**config.mk**
```make
export PLATFORM = sky130hd
export DESIGN_NAME = isr_status
export DESIGN_NICKNAME = d
export VERILOG_FILES = /design/src/rtl/isr_pkg.sv /design/src/rtl/isr_msg_mem.sv /design/src/rtl/isr_status.sv
export SDC_FILE = /design/constraint.sdc
export NUM_CORES = 2
export LEC_CHECK = 0
export BUFFER_PORTS_ARGS = -buffer_cell sky130_fd_sc_hd__clkbuf_2
export CAP_MARGIN = 20
export CORE_MARGIN = 2
export CORE_UTILIZATION = 33
export DETAILED_ROUTE_END_ITERATION = 10
export GPL_ROUTABILITY_DRIVEN = 1
export SLEW_MARGIN = 25
export SYNTH_ARGS = -nofsm -noshare
export SYNTH_HDL_FRONTEND = slang
export SYNTH_SLANG_ARGS = --single-unit
```
**constraint.sdc**
```tcl
create_clock -name mclk_in -period 4.68 [get_ports mclk_in]
set_input_delay 0.936 -clock mclk_in [delete_from_list [all_inputs] [get_ports mclk_in]]
set_output_delay 0.936 -clock mclk_in [all_outputs]
set_load 0.01 [all_outputs]
```
**src/rtl/isr_pkg.sv**
```systemverilog
// Shared constants and types of the instrument status reporting block.
package isr_pkg;

	// ------------------------------------------------------------------
	// Widths and queue geometry
	// ------------------------------------------------------------------
	localparam int DATA_W   = 16;
	localparam int QDEPTH   = 10;
	localparam int QADDR_W  = 4;
	localparam int SLOT_W   = 10;
	localparam int SLOTS    = 1024;
	localparam int WORD_SEL = 6;

	// ------------------------------------------------------------------
	// Measurement enable bit positions
	// ------------------------------------------------------------------
	localparam int MEAS_READING_OVERFLOW     = 0;
	localparam int MEAS_LOW_LIMIT_ONE        = 1;
	localparam int MEAS_HIGH_LIMIT_ONE       = 2;
	localparam int MEAS_LOW_LIMIT_TWO        = 3;
	localparam int MEAS_HIGH_LIMIT_TWO       = 4;
	localparam int MEAS_READING_AVAILABLE    = 5;
	localparam int MEAS_BUFFER_AVAILABLE     = 7;
	localparam int MEAS_BUFFER_HALF_FULL     = 8;
	localparam int MEAS_BUFFER_FULL          = 9;
	localparam int MEAS_READING_UNDERFLOW    = 11;
	localparam int MEAS_DISTORTION_FREQ_OVF  = 12;
	localparam int MEAS_DISTORTION_FREQ_UNF  = 13;
	localparam int MEAS_SHAPING_FILTER_ERROR = 14;

	// ------------------------------------------------------------------
	// Questionable and operation enable bit positions
	// ------------------------------------------------------------------
	localparam int QUES_TEMPERATURE = 4;
	localparam int QUES_CALIBRATION = 8;
	localparam int QUES_CMD_WARNING = 14;
	localparam int OPER_MEASURING   = 4;
	localparam int OPER_TRIGGERING  = 5;
	localparam int OPER_IDLE        = 10;

	// Implemented bits of each set; bit 15 and unused bits read zero.
	localparam logic [15:0] MEAS_MASK = 16'h7bbf;
	localparam logic [15:0] QUES_MASK = 16'h4110;
	localparam logic [15:0] OPER_MASK = 16'h0430;

	// ------------------------------------------------------------------
	// Reset values and message codes
	// ------------------------------------------------------------------
	localparam logic [15:0] ENABLE_RST = 16'h0000;
	localparam logic [15:0] CODE_OVERFLOW = 16'h015e;
	localparam logic [15:0] CODE_NO_ERROR = 16'h0000;
	// Code window held in the message filter, codes -512 to +511.
	localparam logic signed [15:0] WIN_LO = 16'hfe00;
	localparam logic signed [15:0] WIN_HI = 16'h01ff;
	// Negative (error) codes admitted, positive (status) codes blocked.
	localparam logic [1023:0] MSG_EN_RST = {{512{1'b0}}, {512{1'b1}}};

	// ------------------------------------------------------------------
	// Commands, states and carriers
	// ------------------------------------------------------------------
	typedef enum logic [4:0] {
		OP_WR_MEAS_EN, OP_WR_QUES_EN, OP_WR_OPER_EN,
		OP_RD_MEAS_EN, OP_RD_QUES_EN, OP_RD_OPER_EN,
		OP_RD_MEAS_COND, OP_RD_QUES_COND, OP_RD_OPER_COND,
		OP_STAT_PRESET, OP_QUEUE_NEXT, OP_QUEUE_CLEAR,
		OP_ENAB_LIST_START, OP_ENAB_RANGE, OP_DIS_RANGE,
		OP_RD_ENAB_WORD, OP_RD_DIS_WORD,
		OP_WR_BEEP, OP_RD_BEEP, OP_WR_KEY_CLICK_ENABLE, OP_RD_KEY_CLICK_ENABLE
	} isr_op_t;

	typedef enum logic [1:0] {
		ST_IDLE, ST_EXEC, ST_SWEEP
	} isr_state_t;

	typedef struct packed {
		isr_op_t     op;
		logic [15:0] data;
		logic [15:0] data2;
	} isr_cmd_t;

	typedef struct packed {
		logic [15:0] meas;
		logic [15:0] ques;
		logic [15:0] oper;
	} isr_set_t;

endpackage : isr_pkg

```
**src/rtl/isr_msg_mem.sv**
```systemverilog
// Message store of the error queue with a registered read port.
`timescale 1ns/1ps
module isr_msg_mem (
	input  wire logic                        mclk_in,
	input  wire logic                        rst_b_in,
	input  wire logic                        we_in,
	input  wire logic [isr_pkg::QADDR_W-1:0] waddr_in,
	input  wire logic [isr_pkg::DATA_W-1:0]  wdata_in,
	input  wire logic [isr_pkg::QADDR_W-1:0] raddr_in,
	output logic      [isr_pkg::DATA_W-1:0]  rdata_out
);

	// ------------------------------------------------------------------
	// State
	// ------------------------------------------------------------------
	typedef struct packed {
		logic [(1<<isr_pkg::QADDR_W)-1:0][isr_pkg::DATA_W-1:0] mem;
		logic [isr_pkg::DATA_W-1:0]                             rdata;
	} isr_mem_regs_t;

	isr_mem_regs_t q_r;
	isr_mem_regs_t q_nxt;

	// Read data always shows the slot addressed one edge earlier.
	always_comb begin
		q_nxt = q_r;
		q_nxt.rdata = q_r.mem[raddr_in];
		if (we_in) begin
			q_nxt.mem[waddr_in] = wdata_in;
		end
	end

	// Register the whole state.
	always_ff @(posedge mclk_in or negedge rst_b_in) begin
		if (!rst_b_in) begin
			q_r <= '0;
		end else begin
			q_r <= q_nxt;
		end
	end

	assign rdata_out = q_r.rdata;

endmodule : isr_msg_mem

```
**src/rtl/isr_status.sv**
```systemverilog
// Status reporting core: enable masks, condition mirrors, error queue.
//
// Behaviour
// - Measurement enable is 16 bits, listed event bits only, others zero.
// - Questionable enable holds bits 14, 8, 4; bit 15 reads zero.
// - A one in an enable bit passes its event, a zero masks it.
// - Operation enable holds idle bit 10, triggering bit 5, measuring 4.
// - Masked events never set the summary; enabled set events do.
// - Each set has a condition register mirroring live status.
// - Condition read returns the register as one binary weighted value.
// - Status preset zeroes the three enable masks, nothing else.
// - Error queue is first in first out; a read pops the oldest.
// - Queue holds ten; filling it puts code 350 in the last slot.
// - Queue empty after reset; reading it empty returns code 0.
// - Messages carry signed codes, negative standard, positive vendor.
// - Queue clear discards every held message.
// - After reset error codes pass, status codes are blocked.
// - Enable list first disables all codes then enables listed ones.
// - Disable list blocks listed codes; query returns disabled ones.
// - Beeper enable bit, one enables and zero disables, readable.
// - Key click bit set by command, read back, toggled by key sequence.
`timescale 1ns/1ps
module isr_status (
	input  wire logic                       mclk_in,
	input  wire logic                       rst_b_in,
	input  wire logic                       cmd_valid_in,
	input  wire isr_pkg::isr_cmd_t          cmd_in,
	input  wire isr_pkg::isr_set_t          event_in,
	input  wire isr_pkg::isr_set_t          cond_in,
	input  wire logic                       msg_valid_in,
	input  wire logic signed [15:0]         msg_code_in,
	input  wire logic                       key_shift_local_in,
	output logic                            busy_out,
	output logic                            rsp_valid_out,
	output logic [isr_pkg::DATA_W-1:0]      rsp_data_out,
	output logic                            meas_summary_out,
	output logic                            ques_summary_out,
	output logic                            oper_summary_out,
	output logic                            beeper_en_out,
	output logic                            key_click_enable_out
);

	// ------------------------------------------------------------------
	// State
	// ------------------------------------------------------------------
	typedef struct packed {
		isr_pkg::isr_state_t          st;
		isr_pkg::isr_op_t             op;
		logic [15:0]                  arg;
		logic                         q_empty;
		logic [isr_pkg::SLOT_W-1:0]   cur;
		logic [isr_pkg::SLOT_W-1:0]   hi;
		logic                         set_val;
		logic [isr_pkg::SLOTS-1:0]    msg_en;
		isr_pkg::isr_set_t            en;
		isr_pkg::isr_set_t            sync1;
		isr_pkg::isr_set_t            cond;
		logic                         meas_sum;
		logic                         ques_sum;
		logic                         oper_sum;
		logic                         beep;
		logic                         key_click_enable;
		logic [isr_pkg::QADDR_W-1:0]  wr_ptr;
		logic [isr_pkg::QADDR_W-1:0]  rd_ptr;
		logic [isr_pkg::QADDR_W-1:0]  count;
		logic                         rsp_valid;
		logic [15:0]                  rsp_data;
		logic                         busy;
	} isr_regs_t;

	isr_regs_t                   q_r;
	isr_regs_t                   q_nxt;
	logic                        mem_we;
	logic [isr_pkg::QADDR_W-1:0] mem_waddr;
	logic [15:0]                 mem_wdata;
	logic [15:0]                 mem_rdata;

	// ------------------------------------------------------------------
	// Helper functions
	// ------------------------------------------------------------------

	// Filter slot of a code, clamped to the ends of the held window.
	function automatic logic [isr_pkg::SLOT_W-1:0] slot_of(
		input logic signed [15:0] code
	);
		logic signed [16:0] off;
		off = 17'({code[15], code}) - 17'({isr_pkg::WIN_LO[15],
			isr_pkg::WIN_LO});
		if (code < isr_pkg::WIN_LO) begin
			slot_of = '0;
		end else if (code > isr_pkg::WIN_HI) begin
			slot_of = '1;
		end else begin
			slot_of = off[isr_pkg::SLOT_W-1:0];
		end
	endfunction : slot_of

	// Ring pointer step that wraps after the last queue slot.
	function automatic logic [isr_pkg::QADDR_W-1:0] ptr_inc(
		input logic [isr_pkg::QADDR_W-1:0] p
	);
		if (p == 4'(isr_pkg::QDEPTH - 1)) begin
			ptr_inc = '0;
		end else begin
			ptr_inc = p + 4'h1;
		end
	endfunction : ptr_inc

	// ------------------------------------------------------------------
	// Message store
	// ------------------------------------------------------------------
	isr_msg_mem u_mem (
		.mclk_in   (mclk_in),
		.rst_b_in  (rst_b_in),
		.we_in     (mem_we),
		.waddr_in  (mem_waddr),
		.wdata_in  (mem_wdata),
		.raddr_in  (q_r.rd_ptr),
		.rdata_out (mem_rdata)
	);

	// ------------------------------------------------------------------
	// Next state
	// ------------------------------------------------------------------

	// One process builds every next value; the command sequencer
	// only accepts a new command when idle, so the host must watch busy.
	always_comb begin
		logic signed [15:0] lo_c;
		logic signed [15:0] hi_c;
		logic               pop;
		logic               clr;
		logic               admit;
		logic [3:0]         cnt;
		logic [3:0]         rp;
		logic [3:0]         wp;
		q_nxt = q_r;
		cnt = q_r.count;
		rp = q_r.rd_ptr;
		wp = q_r.wr_ptr;
		lo_c = '0;
		hi_c = '0;
		pop = 1'b0;
		clr = 1'b0;
		admit = 1'b0;
		q_nxt.rsp_valid = 1'b0;
		mem_we = 1'b0;
		mem_waddr = q_r.wr_ptr;
		mem_wdata = msg_code_in;

		// Live status passes two flops; the second stage is the mirror.
		q_nxt.sync1 = cond_in;
		q_nxt.cond = q_r.sync1;

		// Summaries follow the events every cycle through the masks.
		q_nxt.meas_sum = |(event_in.meas & q_r.en.meas);
		q_nxt.ques_sum = |(event_in.ques & q_r.en.ques);
		q_nxt.oper_sum = |(event_in.oper & q_r.en.oper);

		// Front panel sequence flips the click; a command below wins.
		if (key_shift_local_in) begin
			q_nxt.key_click_enable = ~q_r.key_click_enable;
		end

		case (q_r.st)
			isr_pkg::ST_IDLE: begin
				if (cmd_valid_in) begin
					q_nxt.op = cmd_in.op;
					q_nxt.arg = cmd_in.data;
					q_nxt.q_empty = (q_r.count == '0);
					q_nxt.st = isr_pkg::ST_EXEC;
					if (cmd_in.op == isr_pkg::OP_ENAB_RANGE ||
						cmd_in.op == isr_pkg::OP_DIS_RANGE) begin
						// Ranges may be written high to low.
						if ($signed(cmd_in.data) <= $signed(cmd_in.data2))
						begin
							lo_c = cmd_in.data;
							hi_c = cmd_in.data2;
						end else begin
							lo_c = cmd_in.data2;
							hi_c = cmd_in.data;
						end
						q_nxt.cur = slot_of(lo_c);
						q_nxt.hi = slot_of(hi_c);
						q_nxt.set_val =
							(cmd_in.op == isr_pkg::OP_ENAB_RANGE);
						// A range wholly outside the window is dropped.
						if (hi_c >= isr_pkg::WIN_LO &&
							lo_c <= isr_pkg::WIN_HI) begin
							q_nxt.st = isr_pkg::ST_SWEEP;
						end else begin
							q_nxt.st = isr_pkg::ST_IDLE;
						end
					end
				end
			end
			isr_pkg::ST_EXEC: begin
				q_nxt.st = isr_pkg::ST_IDLE;
				case (q_r.op)
					isr_pkg::OP_WR_MEAS_EN: begin
						q_nxt.en.meas = q_r.arg & isr_pkg::MEAS_MASK;
					end
					isr_pkg::OP_WR_QUES_EN: begin
						q_nxt.en.ques = q_r.arg & isr_pkg::QUES_MASK;
					end
					isr_pkg::OP_WR_OPER_EN: begin
						q_nxt.en.oper = q_r.arg & isr_pkg::OPER_MASK;
					end
					isr_pkg::OP_RD_MEAS_EN: begin
						q_nxt.rsp_valid = 1'b1;
						q_nxt.rsp_data = q_r.en.meas;
					end
					isr_pkg::OP_RD_QUES_EN: begin
						q_nxt.rsp_valid = 1'b1;
						q_nxt.rsp_data = q_r.en.ques;
					end
					isr_pkg::OP_RD_OPER_EN: begin
						q_nxt.rsp_valid = 1'b1;
						q_nxt.rsp_data = q_r.en.oper;
					end
					isr_pkg::OP_RD_MEAS_COND: begin
						q_nxt.rsp_valid = 1'b1;
						q_nxt.rsp_data = q_r.cond.meas & isr_pkg::MEAS_MASK;
					end
					isr_pkg::OP_RD_QUES_COND: begin
						q_nxt.rsp_valid = 1'b1;
						q_nxt.rsp_data = q_r.cond.ques & isr_pkg::QUES_MASK;
					end
					isr_pkg::OP_RD_OPER_COND: begin
						q_nxt.rsp_valid = 1'b1;
						q_nxt.rsp_data = q_r.cond.oper & isr_pkg::OPER_MASK;
					end
					isr_pkg::OP_STAT_PRESET: begin
						q_nxt.en.meas = isr_pkg::ENABLE_RST;
						q_nxt.en.ques = isr_pkg::ENABLE_RST;
						q_nxt.en.oper = isr_pkg::ENABLE_RST;
					end
					isr_pkg::OP_QUEUE_NEXT: begin
						q_nxt.rsp_valid = 1'b1;
						if (q_r.q_empty) begin
							q_nxt.rsp_data = isr_pkg::CODE_NO_ERROR;
						end else begin
							q_nxt.rsp_data = mem_rdata;
							pop = 1'b1;
						end
					end
					isr_pkg::OP_QUEUE_CLEAR: begin
						clr = 1'b1;
					end
					isr_pkg::OP_ENAB_LIST_START: begin
						// Opening a list with no ranges blocks every code.
						q_nxt.msg_en = '0;
					end
					isr_pkg::OP_RD_ENAB_WORD: begin
						q_nxt.rsp_valid = 1'b1;
						q_nxt.rsp_data =
							q_r.msg_en[q_r.arg[isr_pkg::WORD_SEL-1:0]*16 +: 16];
					end
					isr_pkg::OP_RD_DIS_WORD: begin
						q_nxt.rsp_valid = 1'b1;
						q_nxt.rsp_data =
							~q_r.msg_en[q_r.arg[isr_pkg::WORD_SEL-1:0]*16 +: 16];
					end
					isr_pkg::OP_WR_BEEP: begin
						q_nxt.beep = q_r.arg[0];
					end
					isr_pkg::OP_RD_BEEP: begin
						q_nxt.rsp_valid = 1'b1;
						q_nxt.rsp_data = {15'h0000, q_r.beep};
					end
					isr_pkg::OP_WR_KEY_CLICK_ENABLE: begin
						q_nxt.key_click_enable = q_r.arg[0];
					end
					isr_pkg::OP_RD_KEY_CLICK_ENABLE: begin
						q_nxt.rsp_valid = 1'b1;
						q_nxt.rsp_data = {15'h0000, q_r.key_click_enable};
					end
					default: begin
						q_nxt.st = isr_pkg::ST_IDLE;
					end
				endcase
			end
			isr_pkg::ST_SWEEP: begin
				// One filter slot per cycle keeps the range logic small
				// at the price of up to 1024 busy cycles per range.
				q_nxt.msg_en[q_r.cur] = q_r.set_val;
				if (q_r.cur == q_r.hi) begin
					q_nxt.st = isr_pkg::ST_IDLE;
				end else begin
					q_nxt.cur = q_r.cur + 10'h001;
				end
			end
			default: begin
				q_nxt.st = isr_pkg::ST_IDLE;
			end
		endcase

		// Queue bookkeeping: clear, then pop, then push, so a message
		// arriving with a clear or a pop is still kept.
		if (clr) begin
			cnt = '0;
			rp = '0;
			wp = '0;
		end
		if (pop) begin
			rp = ptr_inc(rp);
			cnt = cnt - 4'h1;
		end
		// Codes beyond the window share the bit of its nearest end, so
		// an empty enable list blocks them as well.
		admit = q_r.msg_en[slot_of(msg_code_in)];
		if (msg_valid_in && admit && cnt < 4'(isr_pkg::QDEPTH)) begin
			mem_we = 1'b1;
			mem_waddr = wp;
			// The last free slot always takes the overflow marker.
			if (cnt == 4'(isr_pkg::QDEPTH - 1)) begin
				mem_wdata = isr_pkg::CODE_OVERFLOW;
			end
			wp = ptr_inc(wp);
			cnt = cnt + 4'h1;
		end
		q_nxt.count = cnt;
		q_nxt.rd_ptr = rp;
		q_nxt.wr_ptr = wp;

		q_nxt.busy = (q_nxt.st != isr_pkg::ST_IDLE);
	end

	// ------------------------------------------------------------------
	// State register
	// ------------------------------------------------------------------

	// Queue starts empty and the filter passes only error codes.
	always_ff @(posedge mclk_in or negedge rst_b_in) begin
		if (!rst_b_in) begin
			q_r <= '0;
			q_r.msg_en <= isr_pkg::MSG_EN_RST;
			q_r.en <= {3{isr_pkg::ENABLE_RST}};
		end else begin
			q_r <= q_nxt;
		end
	end

	// ------------------------------------------------------------------
	// Outputs, all straight from the state register
	// ------------------------------------------------------------------
	assign busy_out             = q_r.busy;
	assign rsp_valid_out        = q_r.rsp_valid;
	assign rsp_data_out         = q_r.rsp_data;
	assign meas_summary_out     = q_r.meas_sum;
	assign ques_summary_out     = q_r.ques_sum;
	assign oper_summary_out     = q_r.oper_sum;
	assign beeper_en_out        = q_r.beep;
	assign key_click_enable_out = q_r.key_click_enable;

endmodule : isr_status

```
After elaboration in Yosys (flattened, before gate mapping)
Index checks and enable logic that the tools add are counted.
{"block": "classes", "add_sub_neg": 8, "n_lt_le_gt_ge": 16, "eq_ne": 30, "bitwise": 5, "shift": 1, "n_reduce_logical": 28, "muxes": 61}
{"cell": "1024-bit case mux with 2 select lines", "count": 1}
{"cell": "1024-bit bitwise mux", "count": 1}
{"cell": "1024-bit two-way mux", "count": 1}
{"cell": "1024-bit by 11-bit indexed part select with 16-bit output", "count": 1}
{"cell": "256-bit bitwise mux", "count": 1}
{"cell": "16-bit two-way mux", "count": 13}
{"cell": "17-bit case mux with 11 select lines", "count": 1}
{"cell": "16-bit case mux with 2 select lines", "count": 3}
{"cell": "10-bit two-way mux", "count": 7}
{"cell": "16-bit binary-select mux with 4-bit select", "count": 1}
{"cell": "16-bit demux with 4-bit select", "count": 1}
{"cell": "16-bit AND", "count": 3}
{"cell": "16-bit by 10-bit greater-than comparator with 1-bit output (second input constant)", "count": 3}
{"cell": "16-bit by 10-bit less-than comparator with 1-bit output (second input constant)", "count": 3}
{"cell": "16-bit OR reduction", "count": 3}
{"cell": "45-bit two-way mux", "count": 1}
{"cell": "5-bit by 4-bit == test with 1-bit output (second input constant)", "count": 8}
{"cell": "4-bit two-way mux", "count": 10}
{"cell": "10-bit subtractor (second input constant)", "count": 3}
{"cell": "5-bit == test (second input constant)", "count": 5}
{"cell": "10-bit by 11-bit less-than comparator with 1-bit output (second input constant)", "count": 2}
{"cell": "21-bit two-way mux", "count": 1}
{"cell": "5-bit by 3-bit == test with 1-bit output (second input constant)", "count": 4}
{"cell": "10-bit case mux with 2 select lines", "count": 1}
{"cell": "other kinds (36)", "count": 71}
{"block": "word_totals", "output_inout_bits": 23, "regBits": 1506, "elab_cells": 194, "in_bits": 154}

Logic depth before layout (Yosys ltp)
{"block": "depth", "depth_word": 14, "depth_mapped": 21, "depth_no_buf": 14}

Cells and area by module
Synthesis repeated with hierarchy kept, for this count alone.
{"block": "hier_totals", "hier_cells": 9037, "hier_area_um2": 84661.2}
{"mod": "isr_status", "seq_area_each_um2": 29643.4, "cells_each": 8293, "n_inst": 1, "area_per_inst_um2": 72517.0}
{"mod": "isr_msg_mem", "seq_area_each_um2": 6806.5, "cells_each": 744, "n_inst": 1, "area_per_inst_um2": 12144.1}

Worst setup path after synthesis
No wires, ideal clock.
{"block": "synth_path", "path_type": "input -> register", "start": "in msg_code_in[14]", "end": "reg u_mem.q_r[149] (netlist bit)", "required_ps": 4552, "setup_ps": 128, "n_path_buf": 6, "t_arrival_ps": 4890, "setup_slack_ps": -338, "stages": 17, "cell_sequence": "or4_1 clkbuf_1 or4_4 and3_1 buf_2 buf_6 o211ai_1 nand3_1 a41oi_1 o2111ai_1 or4b_4 a311oi_4 buf_6 and4_1 buf_4 buf_6 mux2_1"}
{"block": "synth_between", "elab_chain_cells": 13, "elab_cells_between_ends": 17, "classes_between": "order compare (4); mux (10); reduce/logical (3)"}
{"item": "start, declared", "line_no": "isr_status.sv:31", "source": "input wire logic signed [15:0] msg_code_in,"}
{"item": "16-bit by 10-bit greater-than comparator with 1-bit output", "line_no": "isr_status.sv:91", "source": "end else if (code > isr_pkg::WIN_HI) begin"}
{"item": "10-bit two-way mux", "line_no": "isr_status.sv:91"}
{"item": "10-bit two-way mux (*)", "line_no": "isr_status.sv:89", "source": "if (code < isr_pkg::WIN_LO) begin"}
{"item": "1-bit binary-select mux with 10-bit select (*)", "line_no": "isr_status.sv:311", "source": "admit = q_r.msg_en[slot_of(msg_code_in)];"}
{"item": "1-bit two-way mux (not written as such) (*)", "line_no": "isr_status.sv:311"}
{"item": "1-bit logical AND (*) (2 in a row)", "line_no": "isr_status.sv:312", "source": "if (msg_valid_in && admit && cnt < 4'(isr_pkg::QDEPTH)) begin"}
{"item": "4-bit two-way mux", "line_no": "isr_status.sv:312"}
{"item": "4-bit by 5-bit less-than comparator with 1-bit output (not written as such) or 4-bit by 1-bit greater-or-equal comparator with 1-bit output (tied branches)", "line_no": "isr_msg_mem.sv:29", "source": "q_nxt.mem[waddr_in] = wdata_in;"}
{"item": "1-bit logical AND (not written as such)", "line_no": "isr_msg_mem.sv:29"}
{"item": "16-bit two-way mux (not written as such)", "line_no": "isr_msg_mem.sv:29"}
{"item": "16-bit demux with 4-bit select"}
{"item": "256-bit bitwise mux", "line_no": "isr_msg_mem.sv:29"}
{"item": "end signal, assigned", "line_no": "isr_msg_mem.sv:38", "source": "q_r <= q_nxt;"}
{"item": "end, declared", "line_no": "isr_msg_mem.sv:21", "source": "isr_mem_regs_t q_r;"}
Mark *: on every way between the ends. The rest lies on a longest branch, timed or not. The select of a mux whose other input is x is not followed.
A chain may end at the register's enable or synchronous reset.

Worst setup path in the final report
{"block": "layout_path", "start": "in msg_code_in[0]", "end": "reg u_mem.q_r[105] (netlist bit)"}
{"block": "layout_between", "elab_chain_cells": 13, "elab_cells_between_ends": 18, "classes_between": "add/sub (1); order compare (4); mux (10); reduce/logical (3)"}
{"item": "16-bit by 10-bit greater-than comparator with 1-bit output or 10-bit subtractor (tied branches)", "line_no": "isr_status.sv:91, isr_status.sv:87"}
{"item": "10-bit two-way mux", "line_no": "isr_status.sv:91"}
{"item": "10-bit two-way mux (*)", "line_no": "isr_status.sv:89"}
{"item": "1-bit binary-select mux with 10-bit select (*)", "line_no": "isr_status.sv:311"}
{"item": "1-bit two-way mux (not written as such) (*)", "line_no": "isr_status.sv:311"}
{"item": "1-bit logical AND (*) (2 in a row)", "line_no": "isr_status.sv:312"}
{"item": "4-bit two-way mux", "line_no": "isr_status.sv:312"}
{"item": "4-bit by 5-bit less-than comparator with 1-bit output (not written as such) or 4-bit by 1-bit greater-or-equal comparator with 1-bit output (tied branches)", "line_no": "isr_msg_mem.sv:29"}
{"item": "1-bit logical AND (not written as such)", "line_no": "isr_msg_mem.sv:29"}
{"item": "16-bit two-way mux (not written as such)", "line_no": "isr_msg_mem.sv:29"}
{"item": "16-bit demux with 4-bit select"}
{"item": "256-bit bitwise mux", "line_no": "isr_msg_mem.sv:29"}
Marked as above.

==> impl_metrics.ini <==
[clocking]
cts_made_buffers = 170
path_clk_slew_ns = 0.07
clockBufferDepth = 3
htreeDepth = 4
postCtsHoldBufs = 0
worstSkewPairLatency_ns = 0.89
cts_sinks = 1431
cts_root_buf = clkbuf_16
cts_tree = built

[hold_path]
min_path_type = in2async

[logic_synthesis]
avgSynthCellArea_um2 = 9.432
synth-seq-area-share_pct = 42.98
yosysUniqueCellTypes = 94
ys_top_cells_by_area = dfrtp_1 (27%), dfstp_2 (16%), o21ai_0 (14%)
synth_common_cells = o21ai_0 (2,388), a21oi_1 (1,259), clkbuf_1 (957), dfrtp_1 (919), dfstp_2 (512)
syn_area_um2 = 84800
synth-edff-count = 0
ys_warn_count = 0
synth_most_common_cell = o21ai_0
netlist_instances = 8990
async_flop_share_pct = 100.0
synth_ff_type = dfrtp_1
synth_top_area_share_pct = 27.12
synth_top_area_cell = dfrtp_1
syn-num-nets = 9167
synth-seq-cells = 1431

[timing]
relSlewSlack_pct = 14.77
setup_viol = 260
finalCritPeriodShare_pct = 108.0
fin_crit_ns = 5.055
hold_viol_final = 0
clock.fmax_mhz = 197.8
slew_viol_final = 0
fin_ws_ns = -0.3749
tightest_slew_ns = 1.277
rsz0062_at_grt = true
fin_skew_ns = 0.05978

[floorplan]
fp-row-count = 186
die_area_um2 = 261000
io_pins = 177
fp.dieH_um = 510.9
initial_utilization_pct = 33.09
fp.dieW_um = 510.9
coreArea_um2 = 256200

[critical_path]
crit_path_start_kind = input pin
criticalPathCategory = in2reg
end_kind = flip-flop
reg2reg_to = u_mem.q_r[105]
r2r_cells = 15
reg2reg_from = q_r[1245]
ff2ff_setup_slack_ns = 0.22
arrival_ns = 5.83
cp.required_ns = 5.45
crit_fanout = 13

[finish]
drive_gt1_share_pct = 30.69
final_area_um2 = 103600
syn2layout_area_growth_pct = 22.21
stdcell_count = 12726
nets = 9359

[power_and_ir_drop]
switching_share_pct = 28.32
powerDensity_nw_per_um2 = 325.0
peakVddDrop_mv = 0.2958
power.share.clock_pct = 42.2
p_int_mw = 24.14
p_leak_nw = 38.41
seq_power_share_pct = 41.7
power_switching_mw = 9.537
power_frac_comb_pct = 16.1

[grt]
antenna_found_initial = 54
grt_pass1_vias = 81864
grt_overflow = 0
track_usage_pct = 34.69
grt_max_degree = 171
grt_pass1_wl_um = 654700

[place]
gp_congestion = 1.093
numPortBuffers = 118
place_hpwl_um = 324300
dp.cells = 12336
pre_cts_ws_ns = -1.695
placed_area_um2 = 95360

[routing]
drc = 0
postRouteAntennaNets = 0
drt_pass1_iterations = 7
viasPerCell = 6.858
routedWlPerCell_um = 37.09
drt-initial-drc-count = 14750
vias = 87271
routed_wl_um = 472000

[run_status]
status = finished with violations
failed_checks = negative setup slack

[job]
max-cap-violations = 0
state kept, by name (all words and copies together) (netlist names), 16 cells and up:
name             count
u_mem.rdata_out     16
q_r               1117
q_nxt               19
rsp_data_out        16
u_mem.q_r          256
cells by family after synthesis:
family / Yosys count / synth area share (%)
AOI/OAI and AO/OA: 4511 / 29.76
DFF: 1431 / 42.98
buffers and inverters: 1174 / 5.521
and+or+nand+nor: 1106 / 6.051
muxes: 725 / 15.14
adders and majority gates: 23 / 0.3394
xor gates and xnor gates: 20 / 0.2066
placed cells by master (no fill, tap or decap), types with 50 or more instances in the layout:
cell	n
a21oi_1	1245
a31oi_1	52
buf_12	169
buf_4	813
clkbuf_16	180
clkbuf_2	110
dfrtp_1	912
dfstp_2	512
mux2_4	222
mux4_2	416
nand2_1	401
nand3_1	107
nor2_1	194
nor2_4	50
nor3_1	75
o211ai_1	77
o21a_1	65
o21ai_0	2376
o221ai_1	184
o22ai_1	95
critical path, cell delays in order:
cell and delay, ns:
buf_6 0.19, buf_4 0.18, buf_4 0.21, nand2b_1 0.25, buf_4 0.19, nor3_1 0.55, buf_4 0.33, nor2_1 0.06
o22ai_1 0.19, nor3_1 0.08, o311ai_0 0.32, o22ai_1 0.14, a2111oi_2 0.32, a21oi_1 0.15, buf_4 0.19, a311oi_4 0.36
buf_12 0.18, buf_12 0.13, and4b_2 0.32, clkbuf_16 0.20, mux2_4 0.31
layer usage:
layer	vias up	track usage, %	wire length [µm]
met2	7343	48.42	192200
li1	34268	-	-
met5	-	0.3653	467
met1	43959	44.74	176200
met4	48	21.10	34890
met3	1653	13.75	68320
through the flow:
step           power (mW)  utilization [%]  setup TNS [ns]  hold slack, ns
6_report            33.68            40.44          -71.73          0.1150
5_1_grt             34.50            40.43          -51.78          0.1330
4_1_cts             33.16            39.99          -25.97          0.1013
3_5_place_dp        18.68            37.22         -429.00          0.3358
3_3_place_gp        18.54            37.09         -425.70          0.3337
2_1_floorplan       16.36                -          -33.31          0.3312
worst max-delay path by stage:
| stage | from | endpoint | slack [ns] | cells past startpoint |
|---|---|---|---|---|
| after CTS | msg_code_in[11] | u_mem.q_r[165] | -0.16 | 17 |
| after global placement | msg_code_in[14] | u_mem.q_r[143] | -1.69 | 21 |
| after floorplan | msg_code_in[14] | u_mem.q_r[149] | -0.27 | 19 |
| after global routing | msg_code_in[13] | u_mem.q_r[105] | -0.30 | 19 |
| final | msg_code_in[0] | u_mem.q_r[105] | -0.37 | 21 |
| after detailed placement | msg_code_in[14] | u_mem.q_r[140] | -1.70 | 21 |
power by group through the flow:
stage	Clock, mW	Combinational, mW	Sequential (mW)
CTS	14.3	4.88	14.0
global placement	0	4.43	14.1
floorplan	0	2.44	13.9
detailed placement	0	4.51	14.2
finish	14.2	5.41	14.1
global route	14.8	5.59	14.1
what timing repair did:
| item | in CTS | in global routing |
|---|---|---|
| resized for setup | 173 | 174 |
| pin swaps | 14 | 31 |
| cloned | 4 | 10 |
| buffers inserted | 39 | 5 |
| endpoints found under the setup margin | 264 | 264 |
final cells by class:
cell class                      count  area [µm²]
Clock buffer                      248        4957
Clock inverter                     62       984.7
Multi-Input combinational cell   6385       45690
Antenna cell                       22       55.05
Sequential cell                  1431       36470
Timing Repair Buffer             1147       11060
Inverter                           47       183.9
Tap cell                         3384        4234
Fill cell                       24589      152600
(Power assumes the default switching activity.)
